==> src/rtl/fcr_defs.vh <==
`ifndef FCR_DEFS_VH
`define FCR_DEFS_VH
// register offsets
`define FCR_ADDR_SELFTEST_LOW 8'h24
`define FCR_ADDR_SELFTEST_HIGH 8'h25
`define FCR_ADDR_SYNC_CTRL 8'h3a
`define FCR_ADDR_SHAPER_CTRL 8'h3c
`define FCR_ADDR_SHAPER_TUNE 8'h3e
// reset values
`define FCR_RST_SYNC_CTRL 8'h00
`define FCR_RST_SHAPER_CTRL 8'h00
`define FCR_RST_SHAPER_TUNE 8'h1c
// field positions
`define FCR_SYNC_MASTER_BIT 0
`define FCR_SYNC_DIVIDER_BIT 1
`define FCR_SHAPER_EN_BIT 0
`define FCR_SHAPER_MODE_LSB 1
`define FCR_SHAPER_MODE_MSB 3
`define FCR_SHAPER_PINDIS_BIT 4
// writable masks
`define FCR_MASK_SYNC_CTRL 8'h03
`define FCR_MASK_SHAPER_CTRL 8'h1f
`define FCR_MASK_SHAPER_TUNE 8'h3f
// bandwidth modes
`define FCR_MODE_NARROW 3'h0
`define FCR_MODE_WIDE 3'h1
// count of legal tuning words per mode
`define FCR_TUNE_COUNT_NARROW 6'h39
`define FCR_TUNE_COUNT_WIDE 6'h22
`endif

==> src/rtl/fcr_channel_regs.v <==
`timescale 1ns/1ps
`include "fcr_defs.vh"
// ----------------------------------------
// per-channel shaper register pair
// ----------------------------------------
module fcr_channel_regs (
    input wire clk_in,
    input wire reset_in,
    input wire wr_ctrl_in,
    input wire wr_tune_in,
    input wire [7:0] wdata_in,
    output reg [7:0] ctrl_out,
    output reg [7:0] tune_out
);
    // reserved bits masked on write so they read zero
    always @(posedge clk_in) begin
        if (reset_in) begin
            ctrl_out <= `FCR_RST_SHAPER_CTRL;
            tune_out <= `FCR_RST_SHAPER_TUNE;
        end else begin
            if (wr_ctrl_in) begin
                ctrl_out <= wdata_in & `FCR_MASK_SHAPER_CTRL;
            end
            if (wr_tune_in) begin
                tune_out <= wdata_in & `FCR_MASK_SHAPER_TUNE;
            end
        end
    end
endmodule

==> src/rtl/fcr_feature_regs.v <==
`timescale 1ns/1ps
`include "fcr_defs.vh"
// Overview of operation
// - divider sync bit gates sync pulse
// - sync active only with both bits set
// - master bit off disables all sync
// - pin-disable bit selects pin or register
// - local writes hit only indexed channels
// - mode 000 selects narrow bandwidth
// - mode 001 selects wide bandwidth
// - register enable drives shaper when selected
// - register enable ignored unless pin disabled
// - six-bit tuning word sets band edges
// - 57 narrow, 34 wide legal words
// - each step moves edge half percent
module fcr_feature_regs (
    input wire clk_in,
    input wire reset_in,
    input wire wr_en_in,
    input wire [7:0] addr_in,
    input wire [7:0] wdata_in,
    output reg [7:0] rdata_out,
    input wire [1:0] chan_select_in,
    input wire [15:0] selftest_a_in,
    input wire [15:0] selftest_b_in,
    input wire sync_request_in,
    input wire shaper_pin_a_in,
    input wire shaper_pin_b_in,
    output reg divider_sync_pulse_out,
    output reg continuous_sync_out,
    output reg [1:0] shaper_active_out,
    output reg [1:0] shaper_wide_out,
    output reg [11:0] shaper_tune_out,
    output reg [1:0] tune_legal_out
);
    // ----------------------------------------
    // helpers
    // ----------------------------------------
    // write strobe aimed at one register offset; every register decodes
    // its own hit so an unmapped offset simply matches nothing
    function wr_hit;
        input strobe;
        input [7:0] addr;
        input [7:0] target;
        begin
            wr_hit = strobe && (addr == target);
        end
    endfunction

    // mode field of a shaper control byte
    function [2:0] mode_of;
        input [7:0] ctrl;
        begin
            mode_of = ctrl[`FCR_SHAPER_MODE_MSB:`FCR_SHAPER_MODE_LSB];
        end
    endfunction

    // wide bandwidth only for code 001; 000 and the spare codes stay narrow
    function is_wide;
        input [7:0] ctrl;
        begin
            is_wide = (mode_of(ctrl) == `FCR_MODE_WIDE);
        end
    endfunction

    // the pin governs until pin-disable is set, then the enable bit does;
    // the enable bit is stored either way so a later switch takes it at once
    function shaper_on;
        input [7:0] ctrl;
        input pin;
        begin
            if (ctrl[`FCR_SHAPER_PINDIS_BIT]) begin
                shaper_on = ctrl[`FCR_SHAPER_EN_BIT];
            end else begin
                shaper_on = pin;
            end
        end
    endfunction

    // tuning word legal for the chosen mode; spare mode codes have none
    function tune_ok;
        input [2:0] mode;
        input [5:0] word;
        begin
            if (mode == `FCR_MODE_WIDE) begin
                tune_ok = (word < `FCR_TUNE_COUNT_WIDE);
            end else if (mode == `FCR_MODE_NARROW) begin
                tune_ok = (word < `FCR_TUNE_COUNT_NARROW);
            end else begin
                tune_ok = 1'b0;
            end
        end
    endfunction

    // local read source: channel b only when it alone is selected
    function [7:0] pick_local;
        input take_b;
        input [7:0] val_a;
        input [7:0] val_b;
        begin
            if (take_b) begin
                pick_local = val_b;
            end else begin
                pick_local = val_a;
            end
        end
    endfunction

    // ----------------------------------------
    // pin synchronisers
    // ----------------------------------------
    // the sync and shaper enable pins are asynchronous to clk_in, so each passes two
    // flops before any decision; a pin change costs three cycles to show
    wire sync_req_s;
    wire pin_a_s;
    wire pin_b_s;
    fcr_sync2 u_sync_req (
        .clk_in(clk_in),
        .reset_in(reset_in),
        .d_in(sync_request_in),
        .q_out(sync_req_s)
    );
    fcr_sync2 u_pin_a (
        .clk_in(clk_in),
        .reset_in(reset_in),
        .d_in(shaper_pin_a_in),
        .q_out(pin_a_s)
    );
    fcr_sync2 u_pin_b (
        .clk_in(clk_in),
        .reset_in(reset_in),
        .d_in(shaper_pin_b_in),
        .q_out(pin_b_s)
    );

    // ----------------------------------------
    // global sync control register
    // ----------------------------------------
    wire wr_sync = wr_hit(wr_en_in, addr_in, `FCR_ADDR_SYNC_CTRL);
    reg [7:0] sync_ctrl;
    reg [7:0] next_sync_ctrl;

    // only the two low bits hold data; the open bits never store anything
    always @* begin
        next_sync_ctrl = sync_ctrl;
        if (wr_sync) begin
            next_sync_ctrl = wdata_in & `FCR_MASK_SYNC_CTRL;
        end
    end

    // global register: the channel index does not gate it, and one
    // write reaches the sync logic of both channels at the same edge
    always @(posedge clk_in) begin
        if (reset_in) begin
            sync_ctrl <= `FCR_RST_SYNC_CTRL;
        end else begin
            sync_ctrl <= next_sync_ctrl;
        end
    end

    // the two sync bits
    wire master_on = sync_ctrl[`FCR_SYNC_MASTER_BIT];
    wire divider_on = sync_ctrl[`FCR_SYNC_DIVIDER_BIT];
    // with the master bit low nothing below can act, whatever the divider bit says
    wire sync_allowed = master_on & divider_on;

    // ----------------------------------------
    // divider sync outputs
    // ----------------------------------------
    reg next_divider_pulse;
    reg next_continuous;

    // the request passes only while both bits are set; clearing either bit
    // cuts the pulse on the next edge, so a half-written setup cannot fire
    always @* begin
        next_divider_pulse = sync_req_s & sync_allowed;
        next_continuous = sync_allowed;
    end

    // outputs are registered so the divider sees clean levels
    always @(posedge clk_in) begin
        if (reset_in) begin
            divider_sync_pulse_out <= 1'b0;
            continuous_sync_out <= 1'b0;
        end else begin
            divider_sync_pulse_out <= next_divider_pulse;
            continuous_sync_out <= next_continuous;
        end
    end

    // ----------------------------------------
    // local shaper registers, two channels
    // ----------------------------------------
    wire wr_ctrl = wr_hit(wr_en_in, addr_in, `FCR_ADDR_SHAPER_CTRL);
    wire wr_tune = wr_hit(wr_en_in, addr_in, `FCR_ADDR_SHAPER_TUNE);
    wire [7:0] ctrl_a;
    wire [7:0] ctrl_b;
    wire [7:0] tune_a;
    wire [7:0] tune_b;

    // writes land only on channels the index selects; with no channel
    // selected a local write is dropped without a trace
    wire wr_ctrl_a = wr_ctrl & chan_select_in[0];
    wire wr_tune_a = wr_tune & chan_select_in[0];
    wire wr_ctrl_b = wr_ctrl & chan_select_in[1];
    wire wr_tune_b = wr_tune & chan_select_in[1];

    // one register pair per channel
    fcr_channel_regs u_chan_a (
        .clk_in(clk_in),
        .reset_in(reset_in),
        .wr_ctrl_in(wr_ctrl_a),
        .wr_tune_in(wr_tune_a),
        .wdata_in(wdata_in),
        .ctrl_out(ctrl_a),
        .tune_out(tune_a)
    );
    fcr_channel_regs u_chan_b (
        .clk_in(clk_in),
        .reset_in(reset_in),
        .wr_ctrl_in(wr_ctrl_b),
        .wr_tune_in(wr_tune_b),
        .wdata_in(wdata_in),
        .ctrl_out(ctrl_b),
        .tune_out(tune_b)
    );

    // ----------------------------------------
    // shaper control outputs
    // ----------------------------------------
    // mode fields pulled out once per channel
    wire [2:0] mode_a = mode_of(ctrl_a);
    wire [2:0] mode_b = mode_of(ctrl_b);
    reg [1:0] next_active;
    reg [1:0] next_wide;
    reg [11:0] next_tune;
    reg [1:0] next_legal;

    // channel a owns bit 0 and the low tuning field, channel b bit 1 and the high field
    always @* begin
        next_active[0] = shaper_on(ctrl_a, pin_a_s);
        next_active[1] = shaper_on(ctrl_b, pin_b_s);
        next_wide[0] = is_wide(ctrl_a);
        next_wide[1] = is_wide(ctrl_b);
        // the word leaves unscaled; one lsb moves the edges half a percent of fs
        next_tune = {tune_b[5:0], tune_a[5:0]};
        // a word past the mode's count is flagged, not clipped, so software sees it
        next_legal[0] = tune_ok(mode_a, tune_a[5:0]);
        next_legal[1] = tune_ok(mode_b, tune_b[5:0]);
    end

    // registered so the downstream shaper never sees a glitch from the pins
    always @(posedge clk_in) begin
        if (reset_in) begin
            shaper_active_out <= 2'b00;
            shaper_wide_out <= 2'b00;
            shaper_tune_out <= 12'h000;
            tune_legal_out <= 2'b00;
        end else begin
            shaper_active_out <= next_active;
            shaper_wide_out <= next_wide;
            shaper_tune_out <= next_tune;
            tune_legal_out <= next_legal;
        end
    end

    // ----------------------------------------
    // read back
    // ----------------------------------------
    // both channels selected reads channel a; the host sees one channel at
    // a time and must move the index to look at the other one
    wire use_b = ~chan_select_in[0] & chan_select_in[1];
    reg [7:0] next_rdata;

    // selftest words have no write path at all, so they stay read only
    always @* begin
        case (addr_in)
            `FCR_ADDR_SELFTEST_LOW: begin
                next_rdata = pick_local(use_b, selftest_a_in[7:0], selftest_b_in[7:0]);
            end
            `FCR_ADDR_SELFTEST_HIGH: begin
                next_rdata = pick_local(use_b, selftest_a_in[15:8], selftest_b_in[15:8]);
            end
            `FCR_ADDR_SYNC_CTRL: begin
                next_rdata = sync_ctrl;
            end
            `FCR_ADDR_SHAPER_CTRL: begin
                next_rdata = pick_local(use_b, ctrl_a, ctrl_b);
            end
            `FCR_ADDR_SHAPER_TUNE: begin
                next_rdata = pick_local(use_b, tune_a, tune_b);
            end
            default: begin
                next_rdata = 8'h00;
            end
        endcase
    end

    // read data is a flop, so it answers one cycle after the address
    always @(posedge clk_in) begin
        if (reset_in) begin
            rdata_out <= 8'h00;
        end else begin
            rdata_out <= next_rdata;
        end
    end
endmodule

==> src/rtl/fcr_sync2.v <==
`timescale 1ns/1ps
// ----------------------------------------
// two-flop synchroniser for pins
// ----------------------------------------
module fcr_sync2 (
    input wire clk_in,
    input wire reset_in,
    input wire d_in,
    output reg q_out
);
    reg stage1;
    // first stage is read only by the second
    always @(posedge clk_in) begin
        if (reset_in) begin
            stage1 <= 1'b0;
            q_out <= 1'b0;
        end else begin
            stage1 <= d_in;
            q_out <= stage1;
        end
    end
endmodule

==> config.mk <==
export PLATFORM = sky130hd
export DESIGN_NAME = fcr_feature_regs
export DESIGN_NICKNAME = d
export VERILOG_FILES = /design/src/rtl/fcr_channel_regs.v /design/src/rtl/fcr_feature_regs.v /design/src/rtl/fcr_sync2.v
export VERILOG_INCLUDE_DIRS = /design/src /design/src/rtl
export SDC_FILE = /design/constraint.sdc
export NUM_CORES = 1
export LEC_CHECK = 0
export BUFFER_PORTS_ARGS = -buffer_cell sky130_fd_sc_hd__buf_2
export CORE_ASPECT_RATIO = 1.75
export CORE_UTILIZATION = 49
export DETAILED_ROUTE_END_ITERATION = 7
export PLACE_DENSITY = 0.88
export SLEW_MARGIN = 30
export SYNTH_ARGS = -nofsm -noshare
export SYNTH_HDL_FRONTEND = slang
export SYNTH_SLANG_ARGS = --single-unit
export TNS_END_PERCENT = 100
==> constraint.sdc <==
create_clock -name clk_in -period 1.9 [get_ports clk_in]
set_input_delay 0.285 -clock clk_in [delete_from_list [all_inputs] [get_ports clk_in]]
set_output_delay 0.285 -clock clk_in [all_outputs]
set_load 0.005 [all_outputs]
## After elaboration in Yosys (flattened, before gate mapping)

Index checks and enable logic that the tools add are counted.

- Output and inout port bits: 28
- Input bits: 56
- Logic and storage cells: 53
- Flip-flop bits (word level): 58

- Bitwise operators: 8
- Equality and inequality tests: 7
- Magnitude comparators: 4
- Reductions and logical operators: 5
- Mux-type cells: 11

Operators with widths:

| kind | number |
|---|---|
| equality test 8 x 6 -> 1 bit (second input constant) | 5 |
| one-hot mux 8 bit (5 select lines) | 1 |
| less-than comparator 6 bit (second input constant) | 4 |
| 2-to-1 mux 8 bit | 2 |
| bitwise AND 1 bit | 7 |
| equality test 3 x 1 -> 1 bit (second input constant) | 2 |
| zero test 3 bit | 2 |
| 2-to-1 mux 1 bit | 6 |
| 2-to-1 mux 6 bit | 1 |
| 2-to-1 mux 5 bit | 1 |
| logical AND 1 bit | 3 |
| inverter 1 bit | 1 |

## Logic depth before layout (Yosys ltp)

- Word-level depth: 4
- Depth in mapped cells: 6
- Mapped depth without buffers: 4

## Cells and area by module

From an unflattened synthesis, not the netlist that was laid out.

- Cells, all modules: 238
- Area, all modules: 2582.5 µm²

By module, submodules not included:

| module | area an instance (µm²) | cells an instance | instances | seq. area each (µm²) |
|---|---|---|---|---|
| fcr_feature_regs | 1524.0 | 142 | 1 | 600.6 |
| fcr_channel_regs | 450.4 | 42 | 2 | 220.2 |
| fcr_sync2 | 52.6 | 4 | 3 | 40.0 |

## Least setup slack after synthesis

No wires, ideal clock.

- Path type: input -> register
- From: in addr_in[7]
- To: reg u_chan_b.ctrl_out[1]
- Path buffers: 2
- Setup slack: 0.269 ns
- Library setup time: 0.128 ns
- Stages: 6
- Arrival time: 1.504 ns
- Required time: 1.772 ns
- Cell sequence: or3b_1 > buf_6 > or3_4 > buf_6 > mux2i_1 > nor2_1

- Cells in the longest elaborated chain, start to end: 3

Ends and longest elaborated chain:

| item | line | source |
|---|---|---|
| from (decl) | fcr_feature_regs.v:20 | `input wire [7:0] addr_in,` |
| equality test 8 x 6 -> 1 bit | - |  |
| logical AND 1 bit | fcr_feature_regs.v:46 | `wr_hit = strobe && (addr == target);` |
| bitwise AND 1 bit | fcr_feature_regs.v:205 | `wire wr_ctrl_b = wr_ctrl & chan_select_in[1];` |
| to (signal assigned) | fcr_channel_regs.v:18 | `` ctrl_out <= `FCR_RST_SHAPER_CTRL; `` |
| to (signal assigned) | fcr_channel_regs.v:22 | `` ctrl_out <= wdata_in & `FCR_MASK_SHAPER_CTRL; `` |
| to (decl) | fcr_channel_regs.v:12 | `output reg [7:0] ctrl_out,` |

Every way passes these cells.
A chain may end at the register's enable or synchronous reset.

## Worst setup path in the final report

- From: in addr_in[7]
- To: reg u_chan_a.ctrl_out[4]

- Cells in the longest elaborated chain, start to end: 3

Ends and longest elaborated chain:

| item | line | source |
|---|---|---|
| equality test 8 x 6 -> 1 bit | - |  |
| logical AND 1 bit | fcr_feature_regs.v:46 |  |
| bitwise AND 1 bit | fcr_feature_regs.v:203 | `wire wr_ctrl_a = wr_ctrl & chan_select_in[0];` |
| to (signal assigned) | fcr_channel_regs.v:18 |  |
| to (signal assigned) | fcr_channel_regs.v:22 |  |
| to (decl) | fcr_channel_regs.v:12 |  |

Every way passes these cells.

==> results.tsv <==
stage	metric	value	unit
min_path	hold_path_class	input pin to register	
synthesis	syn_inst	209	
power	p_leak	0.001395	µW
worst_setup_path	arrival	1.71	ns
global_routing	overflow	0	
worst_setup_path	rrSetupSlack	0.69	ns
global_routing	grt_pass1_vias	1954	
routing	drc	0	
layout	drive_gt1_frac	0.4086	
synthesis	synth_seq_cells	58	
floorplan	ios	84	
timing	fmax	670.2	MHz
layout	stdcell_area	0.003092	mm²
synthesis	yosysWarnings	0	
global_routing	track_usage	0.2377	
layout	n_antenna_cell	0	
cts	cts_setup_buffers	0	
timing	finalClockSkew	0.005804	ns
cts	htree_levels	3	
placed_design	gp_congestion	0.8683	
synthesis	yosys.area.top_type	dfxtp_1	
worst_setup_path	critPathLaunchType	input pin	
layout	final_util	0.6568	
floorplan	fp-row-count	33	
timing	maxSlewHeadroom	0.7273	
layout	multiInputGateArea	0.001160	mm²
power	total_power	2569	µW
timing	drv_slew	0	
timing	final.min_clock_period	1.492	ns
synthesis	synth_area	0.002402	mm²
routing	drt-wirelength-per-cell	15.61	µm
synthesis	ys_seq_area_frac	0.4833	
power	ir_drop	0.0007806	V
cts	cts_buffers	9	
timing	rsz0062_at_grt	no	
routing	wirelength	5509	µm
cts	path_clk_slew	0.06	ns
synthesis	synth_nets	265	
cts	cts_hold_buf	0	
placed_design	io_buffers	81	
synthesis	synth_edf_count	0	
floorplan	placeableCoreArea	0.004707	mm²
routing	first_iter_violations	35	
layout	fillers	357	
timing	hold_viol	0	
timing	setup_viol	0	
power	power_density	830.9	mW/mm²
routing	vias_per_cell	5.439	
synthesis	synth_ff_type	dfxtp_1	
placed_design	place_hpwl	4077	µm
timing	post-route-period-util	0.7853	
timing	worstMarginPinSlew	0.4077	ns
global_routing	grt_pass1_wl	8700	µm
floorplan	die_x	54.93	µm
synthesis	yosys.area_share.simple	0.2057	
routing	vias	1920	
cts	post_cts_resized	0	
worst_setup_path	endpoint_kind	register	
cts	clk_latency	0.33	ns
run_status	outcome	complete, no violations	
synthesis	postSynthAreaPerCell	11.49	µm²
global_routing	grt_start_max_net_pins	31	
placed_design	placed_area	0.002888	mm²
worst_setup_path	worstPathRequired	2.12	ns
synthesis	yosysTopAreaCellShare	0.4833	
worst_setup_path	r2r_cells	4	
worst_setup_path	worstPathMaxFanout	6	
layout	fin_nets	352	
worst_setup_path	reg2reg_to	tune_legal_out[0]	
timing	final.setup.tns	0	ns
cts	clockBufferDepth	2	
synthesis	synthTopCellsByArea	dfxtp_1, mux2i_1, mux4_2	
worst_setup_path	critPathKind	input pin to register	
worst_setup_path	critPathCapture	u_chan_a.ctrl_out[4]	
floorplan	start_util	0.5104	
synthesis	synth_compound_area_frac	0.05313	
synthesis	synth.distinct_cells	32	
flow_run	maxCapViolations	0	
cts	clock_sinks	58	
worst_setup_path	cp-startpoint	addr_in[7]	
worst_setup_path	timing.rr.start	u_chan_a.tune_out[4]	
cts	cts_tree	yes	
floorplan	fp.dieH	94.63	µm
cts	root_buffer	clkbuf_8	
synthesis	synth_top_family_by_area	multiplexers	
layout	seq_area	0.001161	mm²
floorplan	dieArea	0.005198	mm²
global_routing	antenna_found_initial	0	
layout	syn_to_final_growth	28.70	%
synthesis	synth_xor_area_frac	0	
routing	ant_nets	0	
synthesis	synthAdderAreaFrac	0	
synthesis	synthArstFlopShare	0	
routing	dr.pass1.iters	4	
synthesis	muxShareOfSynthArea	0.2240	
worst min path at each step:
stage                     start                endpoint  cells past startpoint
3_3_place_gp   u_sync_req.q_out  divider_sync_pulse_out                      1
5_1_grt         shaper_pin_b_in          u_pin_b.stage1                      2
2_1_floorplan  u_sync_req.q_out  divider_sync_pulse_out                      1
6_report        shaper_pin_b_in          u_pin_b.stage1                      2
4_1_cts         sync_request_in       u_sync_req.stage1                      2
3_5_place_dp   u_sync_req.q_out  divider_sync_pulse_out                      1
routing by layer:
metal	vias up	part of all wire	track usage	wire, µm
met1	895	0.37	0.2402	2041
met3	14	0.060	0.06119	333
met4	0	0.035	0.1354	194
li1	927	-	-	-
met5	-	0	0	0
met2	84	0.53	0.4147	2940
metrics by stage:
step / cells / worst slack, ns / hold slack, ns
2_1_floorplan: 209 / 0.2689 / 0.4057
3_3_place_gp: 337 / 0.1117 / 0.4098
3_5_place_dp: 337 / 0.03301 / 0.4105
4_1_cts: 353 / 0.3944 / 0.1439
5_1_grt: 353 / 0.3360 / 0.1589
6_report: 353 / 0.4078 / 0.1575
critical path, stage by stage:
cell and delay (ns):
buf_2 0.09, or3b_1 0.55, nor3_4 0.46, mux2i_1 0.26, nor2_1 0.06
placed cells by master (no fill, tap or decap), drive strengths merged, types with 4 or more instances in the layout:
cell type	count
a22o	6
buf	89
clkbuf	11
dfxtp	58
mux2i	29
mux4	11
nand2b	7
nor2	25
nor2b	17
nor3	5
nor4	4
cells by family after synthesis:
kind of cell,after synthesis
buf+inv,16
compound gates,18
flops,58
simple gates,77
mux,40
cells in the mapped netlist, types with 4 or more instances:
master / n
buf_2: 5
nor2b_1: 17
nor3_4: 4
mux2i_1: 29
mux4_2: 11
a22o_1: 6
dfxtp_1: 58
nor2_1: 25
clkbuf_1: 5
nand2b_1: 7
final cells by class:
type | instances | share of cell area
clock buffers | 11 | 0.04897
flip-flops and latches | 58 | 0.3756
inverters | 3 | 0.003642
well taps | 52 | 0.02104
repair buffers | 89 | 0.1586
multi-input cells | 135 | 0.3752
clock inverters | 5 | 0.01700
registers in the layout (all words and copies together), names as in the netlist, 2 cells and up:
| signal | flops |
|---|---|
| rdata_out | 8 |
| shaper_active_out | 2 |
| shaper_tune_out | 12 |
| shaper_wide_out | 2 |
| sync_ctrl | 2 |
| tune_legal_out | 2 |
| u_chan_a.ctrl_out | 5 |
| u_chan_a.tune_out | 6 |
| u_chan_b.ctrl_out | 5 |
| u_chan_b.tune_out | 6 |
report_power, final:
part	internal (µW)	switching (µW)	total, µW	leakage [µW]
Clock	669	467	1140	0.000105
Combinational	103	91.8	195	0.000818
Sequential	1230	4.17	1240	0.000472
Total	2010	563	2570	0.00139
Note: power is estimated with default switching activity, not from simulation.
